**config.mk**
```make
export PLATFORM = sky130hd
export DESIGN_NAME = serial_link_test_pattern_gen
export DESIGN_NICKNAME = d
export VERILOG_FILES = /design/src/design/pattern_gen_pkg.sv /design/src/design/lane_pattern.sv /design/src/design/serial_link_test_pattern_gen.sv
export VERILOG_INCLUDE_DIRS = /design/src /design/src/design
export SDC_FILE = /design/constraint.sdc
export NUM_CORES = 1
export LEC_CHECK = 0
export BUFFER_PORTS_ARGS = -buffer_cell sky130_fd_sc_hd__buf_2
export CAP_MARGIN = 20
export CORE_MARGIN = 2
export CORE_UTILIZATION = 49
export DETAILED_ROUTE_END_ITERATION = 8
export PLACE_DENSITY = 0.8
export SETUP_SLACK_MARGIN = 0.1
export SKIP_CTS_REPAIR_TIMING = 1
export SYNTH_ARGS = -nofsm -noshare
export SYNTH_HDL_FRONTEND = slang
export SYNTH_SLANG_ARGS = --single-unit
```
**constraint.sdc**
```tcl
create_clock -name clk_sys -period 2.8 [get_ports clk_sys]
set_input_delay 0.42 -clock clk_sys [delete_from_list [all_inputs] [get_ports clk_sys]]
set_output_delay 0.42 -clock clk_sys [all_outputs]
set_load 0.05 [all_outputs]
```
**src/design/pattern_gen_map.svh**
```systemverilog
// Constants of the serial-link test-pattern generator: selection codes,
// fixed characters and pattern lengths.
// Assumes it is included by bare name from the design files only.
`ifndef PATTERN_GEN_MAP_SVH
`define PATTERN_GEN_MAP_SVH

// Selection codes of test_pattern_select
`define TPG_SEL_NORMAL    3'h0
`define TPG_SEL_TRANSPORT 3'h1
`define TPG_SEL_D215      3'h2
`define TPG_SEL_K285      3'h3
`define TPG_SEL_REP_ILAS  3'h4
`define TPG_SEL_RPAT      3'h5

// Fixed characters, before encoding
`define TPG_D215_OCTET    8'hB5
`define TPG_K285_OCTET    8'hBC

// Pattern lengths and lanes per bank
`define TPG_N12_FRAME_OCT 4'h8
`define TPG_RPAT_LEN      4'hC
`define TPG_BANK_LANES    5'h08

// Modified RPAT octets in send order
`define TPG_RPAT_0        8'hBE
`define TPG_RPAT_1        8'hD7
`define TPG_RPAT_2        8'h23
`define TPG_RPAT_3        8'h47
`define TPG_RPAT_4        8'h6B
`define TPG_RPAT_5        8'h8F
`define TPG_RPAT_6        8'hB3
`define TPG_RPAT_7        8'h14
`define TPG_RPAT_8        8'h5E
`define TPG_RPAT_9        8'hFB
`define TPG_RPAT_10       8'h35
`define TPG_RPAT_11       8'h59

`endif

```
**src/design/pattern_gen_pkg.sv**
```systemverilog
// Types shared by the test-pattern generator and its lane slice.
// Assumes nothing of its surroundings.
package pattern_gen_pkg;

    typedef enum logic [2:0] {
        MODE_NORMAL,
        MODE_TRANSPORT,
        MODE_D215,
        MODE_K285,
        MODE_REP_ILAS,
        MODE_RPAT
    } mode_t;

    // One lane octet towards the encoder; ctrl marks a control character
    typedef struct packed {
        logic [7:0] data;
        logic       ctrl;
    } lane_octet_t;

endpackage

```
**src/design/lane_pattern.sv**
```systemverilog
// One lane slice: picks the octet that a lane sends for the active mode.
// Assumes the caller supplies frame position and registers the result.
`include "pattern_gen_map.svh"

module lane_pattern #(
    parameter int LANE_IDX = 0
) (
    // Mode and frame position
    input  wire pattern_gen_pkg::mode_t       mode,
    input  wire logic                         sampleIs12,
    input  wire logic [3:0]                   octetIdx,
    input  wire logic                         frameOdd,
    input  wire logic [7:0]                   rpatOctet,
    // Data
    input  wire pattern_gen_pkg::lane_octet_t normIn,
    output pattern_gen_pkg::lane_octet_t      laneOut
);

    // Bank B lanes repeat bank A lanes
    localparam logic [3:0] LANE_M = 4'(LANE_IDX % `TPG_BANK_LANES);

    function automatic logic [3:0] nibble12(input logic [3:0] n);
        logic [3:0] word;
        logic [1:0] pos;
        word = 4'(n / 4'h3);
        pos  = 2'(n % 4'h3);
        if (n == 4'hF) begin
            nibble12 = 4'h0;
        end else if (pos == 2'h0) begin
            nibble12 = 4'hF - LANE_M;
        end else if (pos == 2'h1) begin
            nibble12 = LANE_M;
        end else begin
            nibble12 = word + 4'h1;
        end
    endfunction

    logic [7:0] shortOctet;
    logic [3:0] hiNib;

    always_comb begin
        hiNib = 4'({octetIdx[2:0], 1'b0});
        if (sampleIs12) begin
            shortOctet = {nibble12(hiNib), nibble12(hiNib + 4'h1)};
        end else begin
            shortOctet = {6'h00, LANE_M[1:0]} ^ {8{frameOdd}};
        end
    end

    always_comb begin
        laneOut = normIn;
        unique case (mode)
            pattern_gen_pkg::MODE_TRANSPORT: begin
                laneOut = '{data: shortOctet, ctrl: 1'b0};
            end
            pattern_gen_pkg::MODE_D215: begin
                laneOut = '{data: `TPG_D215_OCTET, ctrl: 1'b0};
            end
            pattern_gen_pkg::MODE_K285: begin
                laneOut = '{data: `TPG_K285_OCTET, ctrl: 1'b1};
            end
            pattern_gen_pkg::MODE_RPAT: begin
                laneOut = '{data: rpatOctet, ctrl: 1'b0};
            end
            pattern_gen_pkg::MODE_NORMAL,
            pattern_gen_pkg::MODE_REP_ILAS: begin
                laneOut = normIn;
            end
        endcase
    end

endmodule

```
**src/design/serial_link_test_pattern_gen.sv**
```systemverilog
// Test-pattern generator in front of the lane encoders of the serial link.
// Assumes the link layer reports its state and accepts one octet per lane
// per clk_sys cycle when ce is high; all inputs are synchronous to clk_sys.
`include "pattern_gen_map.svh"

// What this block does
// Same transport pattern for either encoding
// 8b/10b: pattern after alignment, during data state
// 64b/66b: pattern once serializers initialised
// Short transport pattern, repeated every two frames
// 8-bit: frame0 lane k mod 4, frame1 inverted
// Only lowest enabled lanes carry the pattern
// 12-bit words: F minus m, m, j
// D21.5 stream, either encoding
// K28.5 stream, 8b/10b only
// Alignment sequence repeats, no data phase
// Sync request triggers code group sync
// Twelve-octet jitter pattern, 8b/10b only
// Jitter pattern octet order fixed
// Selection field picks mode; none means normal
// Selection changes only while link disabled
// Powered lanes follow link mode
// Last nibble of 12-bit frame zero
// Unsupported selection sends normal data
module serial_link_test_pattern_gen #(
    parameter int NUM_LANES = 16
) (
    // Clock and reset
    input  wire logic                         clk_sys,
    input  wire logic                         rst_b,
    input  wire logic                         ce,
    // Configuration
    input  wire logic [2:0]                   testPatternSelect,
    input  wire logic                         linkEnable,
    input  wire logic                         enc64b66b,
    input  wire logic                         sampleIs12,
    input  wire logic [3:0]                   frameOctets,
    input  wire logic [4:0]                   linkModeLanes,
    // Link layer state
    input  wire logic                         linkInDataEnc,
    input  wire logic                         serInitDone,
    input  wire logic                         syncRequest,
    // Normal data from the transport layer
    input  wire pattern_gen_pkg::lane_octet_t normLane [NUM_LANES],
    // Lane data towards the encoders
    output pattern_gen_pkg::lane_octet_t      txLane   [NUM_LANES],
    output logic [NUM_LANES-1:0]              laneOn,
    // Link layer control
    output logic                              ilasRepeat,
    output logic                              codeGroupSync,
    output logic                              patternActive
);

    // Lane index compare is five bits wide and would serve 31 lanes; this check allows at most 16
    if (NUM_LANES < 1 || NUM_LANES > 16) begin : gBadLanes
        $error("NUM_LANES must lie between 1 and 16");
    end

    // Mode selection, held while the link runs
    pattern_gen_pkg::mode_t selMode_ff;
    pattern_gen_pkg::mode_t nxt_selMode;
    pattern_gen_pkg::mode_t effMode;
    logic                   patternGo;

    always_comb begin
        nxt_selMode = selMode_ff;
        // Sampling only while the link is off keeps a pattern from being cut mid-frame
        if (!linkEnable) begin
            unique case (testPatternSelect)
                `TPG_SEL_TRANSPORT: nxt_selMode = pattern_gen_pkg::MODE_TRANSPORT;
                `TPG_SEL_D215:      nxt_selMode = pattern_gen_pkg::MODE_D215;
                `TPG_SEL_K285:      nxt_selMode = pattern_gen_pkg::MODE_K285;
                `TPG_SEL_REP_ILAS:  nxt_selMode = pattern_gen_pkg::MODE_REP_ILAS;
                `TPG_SEL_RPAT:      nxt_selMode = pattern_gen_pkg::MODE_RPAT;
                default:            nxt_selMode = pattern_gen_pkg::MODE_NORMAL;
            endcase
        end
    end

    always_ff @(posedge clk_sys) begin
        if (!rst_b) begin
            selMode_ff <= pattern_gen_pkg::MODE_NORMAL;
        end else if (ce) begin
            selMode_ff <= nxt_selMode;
        end
    end

    // Effective mode: unsupported choices and not-yet-started patterns send normal data
    always_comb begin
        patternGo = enc64b66b ? serInitDone : linkInDataEnc;
        effMode   = pattern_gen_pkg::MODE_NORMAL;
        if (linkEnable) begin
            unique case (selMode_ff)
                pattern_gen_pkg::MODE_TRANSPORT: begin
                    if (patternGo) begin
                        effMode = pattern_gen_pkg::MODE_TRANSPORT;
                    end
                end
                pattern_gen_pkg::MODE_D215: begin
                    effMode = pattern_gen_pkg::MODE_D215;
                end
                pattern_gen_pkg::MODE_K285,
                pattern_gen_pkg::MODE_REP_ILAS,
                pattern_gen_pkg::MODE_RPAT: begin
                    if (!enc64b66b) begin
                        effMode = selMode_ff;
                    end else begin
                        effMode = pattern_gen_pkg::MODE_NORMAL;
                    end
                end
                pattern_gen_pkg::MODE_NORMAL: begin
                    effMode = pattern_gen_pkg::MODE_NORMAL;
                end
            endcase
        end
    end

    // Frame position counters
    logic [3:0] octetIdx_ff;
    logic [3:0] nxt_octetIdx;
    logic       frameOdd_ff;
    logic       nxt_frameOdd;
    logic [3:0] rpatIdx_ff;
    logic [3:0] nxt_rpatIdx;
    logic [3:0] frameLast;

    always_comb begin
        if (sampleIs12) begin
            frameLast = `TPG_N12_FRAME_OCT - 4'h1;
        end else if (frameOctets == 4'h0) begin
            frameLast = 4'h0;
        end else begin
            frameLast = frameOctets - 4'h1;
        end
        nxt_octetIdx = 4'h0;
        nxt_frameOdd = 1'b0;
        nxt_rpatIdx  = 4'h0;
        // Restarting from frame 0 each time keeps frame 0 first after alignment
        if (effMode == pattern_gen_pkg::MODE_TRANSPORT) begin
            if (octetIdx_ff == frameLast) begin
                nxt_frameOdd = ~frameOdd_ff;
            end else begin
                nxt_octetIdx = octetIdx_ff + 4'h1;
                nxt_frameOdd = frameOdd_ff;
            end
        end
        if (effMode == pattern_gen_pkg::MODE_RPAT) begin
            if (rpatIdx_ff != `TPG_RPAT_LEN - 4'h1) begin
                nxt_rpatIdx = rpatIdx_ff + 4'h1;
            end
        end
    end

    always_ff @(posedge clk_sys) begin
        if (!rst_b) begin
            octetIdx_ff <= 4'h0;
            frameOdd_ff <= 1'b0;
            rpatIdx_ff  <= 4'h0;
        end else if (ce) begin
            octetIdx_ff <= nxt_octetIdx;
            frameOdd_ff <= nxt_frameOdd;
            rpatIdx_ff  <= nxt_rpatIdx;
        end
    end

    // Jitter pattern octet, same on every lane
    logic [7:0] rpatOctet;

    always_comb begin
        unique case (rpatIdx_ff)
            4'h0:    rpatOctet = `TPG_RPAT_0;
            4'h1:    rpatOctet = `TPG_RPAT_1;
            4'h2:    rpatOctet = `TPG_RPAT_2;
            4'h3:    rpatOctet = `TPG_RPAT_3;
            4'h4:    rpatOctet = `TPG_RPAT_4;
            4'h5:    rpatOctet = `TPG_RPAT_5;
            4'h6:    rpatOctet = `TPG_RPAT_6;
            4'h7:    rpatOctet = `TPG_RPAT_7;
            4'h8:    rpatOctet = `TPG_RPAT_8;
            4'h9:    rpatOctet = `TPG_RPAT_9;
            4'hA:    rpatOctet = `TPG_RPAT_10;
            4'hB:    rpatOctet = `TPG_RPAT_11;
            default: rpatOctet = `TPG_RPAT_0;
        endcase
    end

    // Lane slices and output registers
    pattern_gen_pkg::lane_octet_t laneNext [NUM_LANES];
    pattern_gen_pkg::lane_octet_t txLane_ff [NUM_LANES];
    pattern_gen_pkg::lane_octet_t nxt_txLane [NUM_LANES];
    logic [NUM_LANES-1:0]         laneOn_ff;
    logic [NUM_LANES-1:0]         nxt_laneOn;

    for (genvar g = 0; g < NUM_LANES; g++) begin : gLane
        lane_pattern #(
            .LANE_IDX (g)
        ) uLane (
            .mode       (effMode),
            .sampleIs12 (sampleIs12),
            .octetIdx   (octetIdx_ff),
            .frameOdd   (frameOdd_ff),
            .rpatOctet  (rpatOctet),
            .normIn     (normLane[g]),
            .laneOut    (laneNext[g])
        );
    end

    always_comb begin
        for (int i = 0; i < NUM_LANES; i++) begin
            // Lane count comes from the link mode while linkEnable is high, whatever the test mode
            nxt_laneOn[i] = linkEnable && (5'(i) < linkModeLanes);
            if (nxt_laneOn[i]) begin
                nxt_txLane[i] = laneNext[i];
            end else begin
                nxt_txLane[i] = '{data: 8'h00, ctrl: 1'b0};
            end
        end
    end

    always_ff @(posedge clk_sys) begin
        if (!rst_b) begin
            for (int i = 0; i < NUM_LANES; i++) begin
                txLane_ff[i] <= '{data: 8'h00, ctrl: 1'b0};
            end
            laneOn_ff <= '0;
        end else if (ce) begin
            txLane_ff <= nxt_txLane;
            laneOn_ff <= nxt_laneOn;
        end
    end

    assign txLane = txLane_ff;
    assign laneOn = laneOn_ff;

    // Link layer control
    logic ilasRepeat_ff;
    logic nxt_ilasRepeat;
    logic codeGroupSync_ff;
    logic nxt_codeGroupSync;
    logic patternActive_ff;
    logic nxt_patternActive;

    always_comb begin
        nxt_ilasRepeat    = (effMode == pattern_gen_pkg::MODE_REP_ILAS);
        // The link layer runs code group sync and then resumes the repeated sequence
        nxt_codeGroupSync = nxt_ilasRepeat && syncRequest;
        nxt_patternActive = (effMode != pattern_gen_pkg::MODE_NORMAL);
    end

    always_ff @(posedge clk_sys) begin
        if (!rst_b) begin
            ilasRepeat_ff    <= 1'b0;
            codeGroupSync_ff <= 1'b0;
            patternActive_ff <= 1'b0;
        end else if (ce) begin
            ilasRepeat_ff    <= nxt_ilasRepeat;
            codeGroupSync_ff <= nxt_codeGroupSync;
            patternActive_ff <= nxt_patternActive;
        end
    end

    assign ilasRepeat    = ilasRepeat_ff;
    assign codeGroupSync = codeGroupSync_ff;
    assign patternActive = patternActive_ff;

endmodule

```
==> results.ini, run 1 <==
[power]
swShare_pct = 29.8
p_int_mw = 4.22
power_mw = 6.01
p_per_area_nw_per_um2 = 555
pwr-share-seq_pct = 45.6
leakagePower_nw = 4.95
comb_power_share_pct = 16.2
clkPwrFrac_pct = 38.2
power_switching_mw = 1.79
vdd_ir_drop_max_mv = 0.426

[cells_and_area]
fin_area_um2 = 10800
final_cell_mix = buf_2, nand2_1, dfxtp_1
drive_above_1_share_pct = 31.9
layout.nets = 1509
final-instance-count-excl-fill = 1567
fillCellCount = 1432
final_util_pct = 65.0
final_common_cell = buf_2
area_delta_synth_final_pct = 29.6

[timing]
period_needed_ps = 2480
finalSetupTns_ps = 0
slew-limit-headroom_pct = 37.2
fmax_mhz = 403
hold_viol = 0
skew_ps = 13.1
worstMarginPinSlew_ps = 942
finalMaxSlewViolations = 0
finalSetupViolCount = 0
fin_crit_sh_pct = 88.6
rsz0062_at_grt = false

[logic_synthesis]
yosys_warnings = 0
synth-adder-area-share_pct = 1.65
synth_cell_types = 73
yosysSeqAreaShare_pct = 43.9
mappedNetlistArea_um2 = 8350
synthFlopType = dfxtp_1
synthMuxAreaShare_pct = 0.300
netlist_instances = 1017
synth-edff-count = 0
syn_area_per_cell_um2 = 8.21
synth_top_family_by_area = compound AO/OA/AOI/OAI gates
synth_simple_gate_area_share_pct = 18.6
yosysTopAreaCell = dfxtp_1
ys_ff_latch = 183
ys_async_sr_fraction_pct = 0
synth_compound_area_share_pct = 30.4
syn_nets = 1193
synthXorXnorAreaFrac_pct = 0.525
netlist.area_leader.share_pct = 43.9
post_synth_main_area_contributors = dfxtp_1, nand2_1, o21ai_0, a21oi_1, a21o_1

[worst_setup_path]
cp_cell_sequence = nor3b_1 > o211a_1 > o21ai_2 > a21oi_1 > or3b_1 > o21ai_0
cp-end-kind = flop
crit_required_ps = 3110
worstPathArrival_ps = 2790
slowest_delay_ps = 510
start_kind = flop
crit_path_top_delay_cell = dfxtp_1
critical_path.max_fanout = 9
critPathKind = reg2reg

[die]
start_util_pct = 50.2
io_pins = 328
die-area_um2 = 18100
die_w_um = 135
rows = 47
fp.dieH_um = 135
design.core.area_um2 = 16600

[detailed_routing]
vias = 9202
post_drt_wl_per_cell_um = 20.2
vias_per_cell = 5.87
drtPass1Iterations = 5
drt_iter0_markers = 831
totalWireLength_mm = 31.6
ant_nets = 0
drc = 0

[global_route]
grt_pass1_vias = 8339
grtUsageTotal_pct = 33.9
overflow = 0
grt_pass1_wl_mm = 47.0
grt_start_max_net_pins = 101
antenna_found_initial = 0

[clock_network]
cts-htree-levels = 4
clk_latency_ps = 430
cts_made_buffers = 17
tritoncts = done
cts-root-buf = clkbuf_16
clkTransAtPathRegs_ps = 70
clock_path_buffers = 2
clkSinkCount = 183

[placed_design]
port_buffers = 327
dp_hpwl_mm = 23.5
place.gp.congestion = 0.950
placed_area_um2 = 10200
placed_cells = 1534

[min_path]
hp-class = in2reg

[run]
max_cap_violations = 0

[outcome]
status = finished, final reports clean

## critical path: cells and delay by family (launching register included)
kind            cells  cell delay [ps]
simple gates        2              680
compound gates      4             1160
flops               1              510
## power groups by stage
stage               Clock (mW)  Sequential, mW  Combinational, mW
detailed placement           0            2.80              0.956
floorplan                    0            3.09              0.311
global route              2.43            2.75               1.02
CTS                       2.31            2.74              0.961
global placement             0            2.79              0.947
finish                    2.30            2.74              0.971
## per-stage QoR
stage,setup slack [ps],hold WS (ps)
floorplan,387,482
global placement,222,429
detailed placement,100,436
CTS,78.7,213
global route,148,218
finish,319,233
## state kept, by name, indices dropped and copies added, names as in the netlist
register       count
patternActive      1
frameOdd_ff        1
ilasRepeat         1
rpatIdx_ff         4
rpatOctet          8
octetIdx_ff        4
codeGroupSync      1
selMode_ff         3
txLane           144
laneOn            16
## final timing paths
path / startpoint / end / slack [ps] / cells past startpoint
setup / recovery: selMode_ff[0] / txLane[104] / 320 / 6
setup reg to reg: selMode_ff[0] / txLane[104] / 320 / 6
hold / removal: normLane[82] / txLane[82] / 230 / 3
hold reg to reg: txLane[92] / txLane[92] / 440 / 2
## cells in the mapped netlist, drive strengths merged (10+ instances only)
library cell,count
nand2b,19
and2,10
nor2,42
a21o,26
a32o,19
a21oi,92
o21ai,161
inv,15
dfxtp,183
ha,11
o21a,19
nand2,183
nand3,14
nor2b,19
o31ai,23
a21boi,10
buf,33
clkbuf,33
## cells by family (layout without fill, tap and decap cells)
logic type                 Yosys count  after routing
AOI/OAI and AO/OA                  400            400
and+or+nand+nor                    334            334
DFF                                183            183
buffers and inverters               82            411
adders and majority gates           11             11
xor gates and xnor gates             5              5
muxes                                2              2
other                                0              1
## layer usage
layer  share of wire (%)  global-route usage, %  routed length [um]
met5                   0                      0                   0
met4                 4.5                   14.5                1430
met3                 9.9                   8.22                3130
met2                  46                   54.4               14500
met1                  40                   43.7               12600
## area by class of cell
| type | count | area (um^2) | area share, % |
|---|---|---|---|
| Antenna cell | 1 | 2.50 | 0.0231 |
| Clock buffer | 19 | 433 | 4.00 |
| Clock inverter | 13 | 123 | 1.13 |
| Inverter | 16 | 60.1 | 0.555 |
| Multi-Input combinational cell | 752 | 4330 | 40.0 |
| Sequential cell | 183 | 3670 | 33.9 |
| Tap cell | 220 | 275 | 2.54 |
| Timing Repair Buffer | 363 | 1930 | 17.9 |
Power figures use the tool's default switching activity.
==> run 2: changes to the inputs <==
--- a/config.mk
+++ b/config.mk
@@ -8,7 +8,7 @@
 export LEC_CHECK = 0
 export BUFFER_PORTS_ARGS = -buffer_cell sky130_fd_sc_hd__buf_2
 export CAP_MARGIN = 20
-export CORE_MARGIN = 2
+export CORE_MARGIN = 4
 export CORE_UTILIZATION = 49
 export DETAILED_ROUTE_END_ITERATION = 8
 export PLACE_DENSITY = 0.8
==> constraint.sdc (replaced) <==
create_clock -name clk_sys -period 2.8 [get_ports clk_sys]
set_input_delay 0.42 -clock clk_sys [delete_from_list [all_inputs] [get_ports clk_sys]]
set_output_delay 0.42 -clock clk_sys [all_outputs]
set_load 0.005 [all_outputs]
==> run 2 against run 1 <==
  * Power fell by 4.2%
  * Sequential cell count did not move
  * Clock skew rose by 2.0 ps
  * Critical path depth rose by 1
  * Worst hold slack improved by 8.3 ps
  * Cell area rose by 0.15%
  * Critical endpoint is now rpatOctet[2]
  * Largest cell class unchanged
==> results.ini, run 2 (same netlist as run 1, synthesis figures left out) <==
[outcome]
status = finished, final reports clean

[clock_network]
cts-root-buf = clkbuf_16
clkSinkCount = 183  ; unchanged
clock_path_buffers = 2  ; unchanged
clk_latency_ps = 440  ; about the same
cts_made_buffers = 17  ; unchanged
cts-htree-levels = 4  ; unchanged
clkTransAtPathRegs_ps = 70  ; about the same
tritoncts = done

[global_route]
grtUsageTotal_pct = 33.4  ; -0.51 points
grt_pass1_wl_mm = 50.5  ; +7.5%
grt_start_max_net_pins = 104  ; +3.0%
overflow = 0  ; unchanged
grt_pass1_vias = 8904  ; +6.8%
antenna_found_initial = 2  ; +2

[detailed_routing]
drt_iter0_markers = 860  ; +3.5%
post_drt_wl_per_cell_um = 21.3  ; +5.8%
drc = 0  ; unchanged
drtPass1Iterations = 7  ; +2
vias = 9303  ; +1.1%
ant_nets = 0  ; unchanged
totalWireLength_mm = 33.5  ; +5.9%
vias_per_cell = 5.93  ; +1.0%

[power]
vdd_ir_drop_max_mv = 0.442  ; +3.8%
p_per_area_nw_per_um2 = 531  ; -4.3%
leakagePower_nw = 4.96  ; +0.22%
power_mw = 5.76  ; -4.2%

[worst_setup_path]
cp_top_family = simple AND/OR/NAND/NOR gates
critPathKind = reg2reg
crit_path_top_delay_cell = a22oi_1
worstPathArrival_ps = 2830  ; +40 ps
timing.critical_path.buf_inv = 0  ; unchanged
rrSetupSlack_ps = 290  ; -30 ps
reg2reg_to = rpatOctet[2]
cp-end-kind = flop
timing.rr.start = rpatIdx_ff[0]
slowest_delay_ps = 730  ; +220 ps
critical_path.max_fanout = 13  ; +4
start_kind = flop
cp_cell_sequence = ha_1 > nor2b_1 > o41ai_1 > a22oi_1 > nand2b_1 > nor2_1 > or3_1
rr_worst_depth = 7  ; +1
crit_required_ps = 3120  ; about the same
worstSetupStartpoint = rpatIdx_ff[0]

[timing]
finalSetupViolCount = 0  ; unchanged
fin_crit_sh_pct = 89.8  ; +1.2 points
fmax_mhz = 398  ; -1.3%
period_needed_ps = 2510  ; +32.2 ps
hold_viol = 0  ; unchanged
rsz0062_at_grt = false
worstMarginPinSlew_ps = 1130  ; +184 ps
finalMaxSlewViolations = 0  ; unchanged
skew_ps = 15.0  ; +1.97 ps
finalSetupTns_ps = 0  ; unchanged
slew-limit-headroom_pct = 24.9  ; -12 points

[cells_and_area]
seqCellArea_um2 = 3670  ; unchanged
final_cell_mix = buf_2, nand2_1, dfxtp_1
fillCellCount = 1455  ; +1.6%
layout.nets = 1509  ; unchanged
largest_register_ffs = 144  ; unchanged
area_delta_synth_final_pct = 29.8
drive_above_1_share_pct = 31.9  ; -0.074 points
final-instance-count-excl-fill = 1568  ; +0.064%
multi_input_area_um2 = 4320  ; -0.14%
final_common_cell = buf_2

[placed_design]
port_buffers = 327  ; unchanged
dp_hpwl_mm = 24.8  ; +5.5%
placed_cells = 1534  ; unchanged
place.gp.congestion = 0.949  ; about the same

[die]
rows = 47  ; unchanged
start_util_pct = 50.2  ; unchanged
fp.dieH_um = 139  ; +3.0%
design.core.area_um2 = 16600  ; unchanged
die_w_um = 139  ; +3.0%
die-area_um2 = 19200  ; +6.0%
io_pins = 328  ; unchanged

[min_path]
hold_path.startpoint = normLane[46]
hp-class = in2reg
holdPathEnd = txLane[46]
worstHoldPathCells = 3  ; unchanged

[run]
max_cap_violations = 0  ; unchanged

-- run 2: stage by stage --
| step | worst slack [ps] | hold WS [ps] | cell area (um^2) | util (%) |
|---|---|---|---|---|
| 6_report | 287 | 241 | 10800 | 65.1 |
| 3_3_place_gp | 206 | 429 | 10300 | 61.6 |
| 4_1_cts | 103 | 219 | 10800 | 65.0 |
| 3_5_place_dp | 99.6 | 436 | 10300 | 61.6 |
| 5_1_grt | 117 | 231 | 10800 | 65.1 |
| 2_1_floorplan | 387 | 442 | 8350 | - |
-- run 2: final cells by class --
cell class              instances  share of cell area, %
inverters                      16                  0.554
multi-input cells             752                   39.9
flip-flops and latches        183                   33.8
clock inverters                14                   1.24
clock buffers                  18                   3.96
well taps                     220                   2.54
repair buffers                363                   17.9
diodes                          2                 0.0462
-- run 2: power by group --
| part | leakage (nW) | switching [mW] | total (mW) | internal [mW] |
|---|---|---|---|---|
| Combinational | 3.20 | 0.400 | 0.689 | 0.288 |
| Sequential | 1.49 | 0.0494 | 2.74 | 2.69 |
| Clock | 0.272 | 1.15 | 2.33 | 1.18 |
-- run 2: worst reg2reg max path, delay by kind of cell (launching register included) --
family | cells | cell delay, ps
DFF | 1 | 380
adders and majority gates | 1 | 190
AOI/OAI and AO/OA | 2 | 850
and+or+nand+nor | 4 | 980
-- run 2: metal layers --
layer | wire length, um | global-route usage [%] | up-vias
met2 | 15300 | 53.8 | 613
met1 | 12700 | 40.9 | 4274
met5 | 0 | 0 | -
met4 | 1870 | 17.8 | 0
li1 | - | - | 4284
met3 | 3670 | 8.94 | 132
-- run 2: worst max path at each step --
stage | cells after the start | slack (ps) | endpoint
finish | 7 | 290 | rpatOctet[2]
global route | 10 | 120 | txLane[105]
CTS | 10 | 100 | txLane[7]
detailed placement | 10 | 100 | txLane[7]
global placement | 11 | 210 | txLane[97]
floorplan | 13 | 390 | txLane[105]
==> run 3: changes to the inputs <==
--- a/config.mk
+++ b/config.mk
@@ -6,12 +6,15 @@
 export SDC_FILE = /design/constraint.sdc
 export NUM_CORES = 1
 export LEC_CHECK = 0
+export ABC_AREA = 1
 export BUFFER_PORTS_ARGS = -buffer_cell sky130_fd_sc_hd__buf_2
 export CAP_MARGIN = 20
+export CELL_PAD_IN_SITES_DETAIL_PLACEMENT = 1
+export CELL_PAD_IN_SITES_GLOBAL_PLACEMENT = 1
 export CORE_MARGIN = 4
-export CORE_UTILIZATION = 49
+export CORE_UTILIZATION = 34
 export DETAILED_ROUTE_END_ITERATION = 8
-export PLACE_DENSITY = 0.8
+export PLACE_DENSITY_LB_ADDON = 0.1
 export SETUP_SLACK_MARGIN = 0.1
 export SKIP_CTS_REPAIR_TIMING = 1
 export SYNTH_ARGS = -nofsm -noshare
==> run 3 against run 2 <==
  * Clock power is 4% higher
  * Global-route usage fell by 4.5 points
  * Sequential share of layout area down 3.2 points
  * Routed wire length is 35% higher
  * First-iteration DRC count shrank 5.7%
  * Sequential cell count did not move
  * Largest power group unchanged
  * Highest routed layer is now met5
==> results.ini, run 3 <==
[outcome]
status = finished, final reports clean

[timing]
finalSetupTns_ps = 0  ; unchanged
slew-limit-headroom_pct = 24.2  ; -0.70 points
fmax_mhz = 401  ; +0.65%
fin_crit_sh_pct = 89.2  ; -0.58 points
worstMarginPinSlew_ps = 1130  ; +7.17 ps
rsz0062_at_grt = false
finalMaxSlewViolations = 0  ; unchanged
skew_ps = 18.1  ; +3.09 ps
finalSetupViolCount = 0  ; unchanged
hold_viol = 0  ; unchanged
setup_ws_ps = 303  ; +16.2 ps
period_needed_ps = 2500  ; -16.2 ps

[die]
fp.dieH_um = 174  ; +25%
io_pins = 328  ; unchanged
rows = 60  ; +28%
die-area_um2 = 30200  ; +57%
start_util_pct = 34.6  ; -16 points
design.core.area_um2 = 27000  ; +62%
die_w_um = 174  ; +25%

[logic_synthesis]
yosys.cell_count.top_type = nand2_1
yosys_warnings = 0  ; unchanged
synth_common_cells = nand2_1, dfxtp_1, a21oi_1
synth-edff-count = 0  ; unchanged
netlist.area_leader.share_pct = 39.2  ; -4.7 points
synthFlopType = dfxtp_1
mappedNetlistArea_um2 = 9340  ; +12%
yosysSeqAreaShare_pct = 39.2  ; -4.7 points
post_synth_main_area_contributors = dfxtp_1, nand2_1, a21oi_1, nand3_1, o21ai_0
ys_async_sr_fraction_pct = 0  ; unchanged
syn_nets = 1607  ; +35%
synth_cell_types = 39  ; -47%
yosysTopAreaCell = dfxtp_1
syn_area_per_cell_um2 = 6.53  ; -20%
netlist_instances = 1431  ; +41%
ys_ff_latch = 183  ; unchanged

[placed_design]
port_buffers = 327  ; unchanged
dp_slack_ps = 251  ; +151 ps
dp_hpwl_mm = 32.7  ; +32%
place.gp.congestion = 0.840  ; -11%

[power]
clkPwrFrac_pct = 38.7  ; -1.7 points
swShare_pct = 31.5  ; +3.7 points
pwr-share-seq_pct = 44.1  ; -3.5 points
power_switching_mw = 1.98  ; +24%
p_int_mw = 4.31  ; +3.8%
leakagePower_nw = 6.04  ; +22%
comb_power_share_pct = 17.3  ; +5.3 points
vdd_ir_drop_max_mv = 0.291  ; -34%
p_per_area_nw_per_um2 = 526  ; -0.93%

[worst_setup_path]
crit_required_ps = 3090  ; -30 ps
cp-end-kind = flop
worstPathArrival_ps = 2780  ; -50 ps
critPathKind = reg2reg
critical_path.max_fanout = 6  ; -7
start_kind = flop

[global_route]
grt_pass1_wl_mm = 67.8  ; +34%
overflow = 0  ; unchanged
grt_pass1_vias = 11200  ; +25%
grtUsageTotal_pct = 28.9  ; -4.5 points
antenna_found_initial = 4  ; +2
grt_start_max_net_pins = 163  ; +57%

[cells_and_area]
area_delta_synth_final_pct = 28.0
multi_input_area_um2 = 4940  ; +14%
final_util_pct = 44.3  ; -21 points
layout.nets = 1912  ; +27%
final_common_cell = nand2_1
largest_register_ffs = 144  ; unchanged
seqCellArea_um2 = 3660  ; about the same
final_cell_mix = nand2_1, buf_2, dfxtp_1
drive_above_1_share_pct = 25.4  ; -6.5 points
fillCellCount = 3646  ; +150%

[detailed_routing]
vias_per_cell = 5.28  ; -11%
vias = 11000  ; +19%
drc = 0  ; unchanged
drtPass1Iterations = 5  ; -2
ant_nets = 0  ; unchanged
post_drt_wl_per_cell_um = 21.5  ; +0.86%
drt_iter0_markers = 811  ; -5.7%
totalWireLength_mm = 45.0  ; +35%

[clock_network]
clkTransAtPathRegs_ps = 80  ; about the same
tritoncts = done
cts-htree-levels = 4  ; unchanged
cts-root-buf = clkbuf_16
clock_path_buffers = 2  ; unchanged
cts_made_buffers = 17  ; unchanged
clkSinkCount = 183  ; unchanged
clk_latency_ps = 450  ; about the same

[run]
max_cap_violations = 0  ; unchanged

[min_path]
hp-class = in2reg

run 3: cell type report:
type,count,share of cell area (%)
Clock buffer,19,3.70
Clock inverter,13,1.11
Antenna cell,2,0.0418
Tap cell,341,3.57
Multi-Input combinational cell,1074,41.3
Sequential cell,183,30.6
Timing Repair Buffer,367,16.6
Inverter,93,3.00
run 3: power groups by stage:
stage	registers, mW	clock network [mW]	logic [mW]
final	2.77	2.43	1.09
after global routing	2.79	2.57	1.21
after CTS	2.77	2.48	1.09
after detailed placement	2.83	0	1.08
after global placement	2.83	0	1.07
after floorplan	2.84	0	0.567
run 3: logic make-up (layout without fill, tap and decap cells):
logic type | count (synthesis) | in the layout | synth area share, %
AND/OR/NAND/NOR | 774 | 774 | 35.1
flip-flops | 183 | 183 | 39.2
AO/OA/AOI/OAI | 285 | 285 | 15.8
XOR/XNOR | 4 | 4 | 0.375
buffers and inverters | 174 | 492 | 7.94
adder cells (fa/ha/maj) | 11 | 11 | 1.47
other | 0 | 2 | 0
run 3: final timing paths:
check                 start             to  slack (ps)  cells past startpoint
max          octetIdx_ff[0]     txLane[52]         300                     15
min             syncRequest  codeGroupSync         250                      3
max reg2reg  octetIdx_ff[0]     txLane[52]         300                     15
min reg2reg      txLane[18]     txLane[18]         460                      2
run 3: worst max-delay path, stage by stage (launching register included):
cell,delay (ps)
dfxtp_1,390
inv_1,80
ha_1,200
nor2_1,180
nand2_1,120
nand3_1,100
nand2_1,110
inv_1,90
ha_1,160
xor2_1,150
nand4_1,160
nand2_1,120
nand2_2,120
buf_4,220
nand3_1,80
a21oi_1,70
run 3: per-stage QoR:
stage	cells	instance area [um^2]	hold slack (ps)	power (mW)
finish	2092	12000	248	6.29
global placement	2058	11400	450	3.90
detailed placement	2058	11400	454	3.92
floorplan	1431	9340	462	3.40
global route	2091	12000	253	6.56
CTS	2090	11900	237	6.34
run 3: layer usage:
layer | GRT usage, % | wire [um] | vias to the layer above
met3 | 6.26 | 2750 | 75
met1 | 37.1 | 19500 | 5342
met2 | 48.4 | 21200 | 362
li1 | - | - | 5261
met5 | 0 | 34 | -
met4 | 9.70 | 1480 | 6
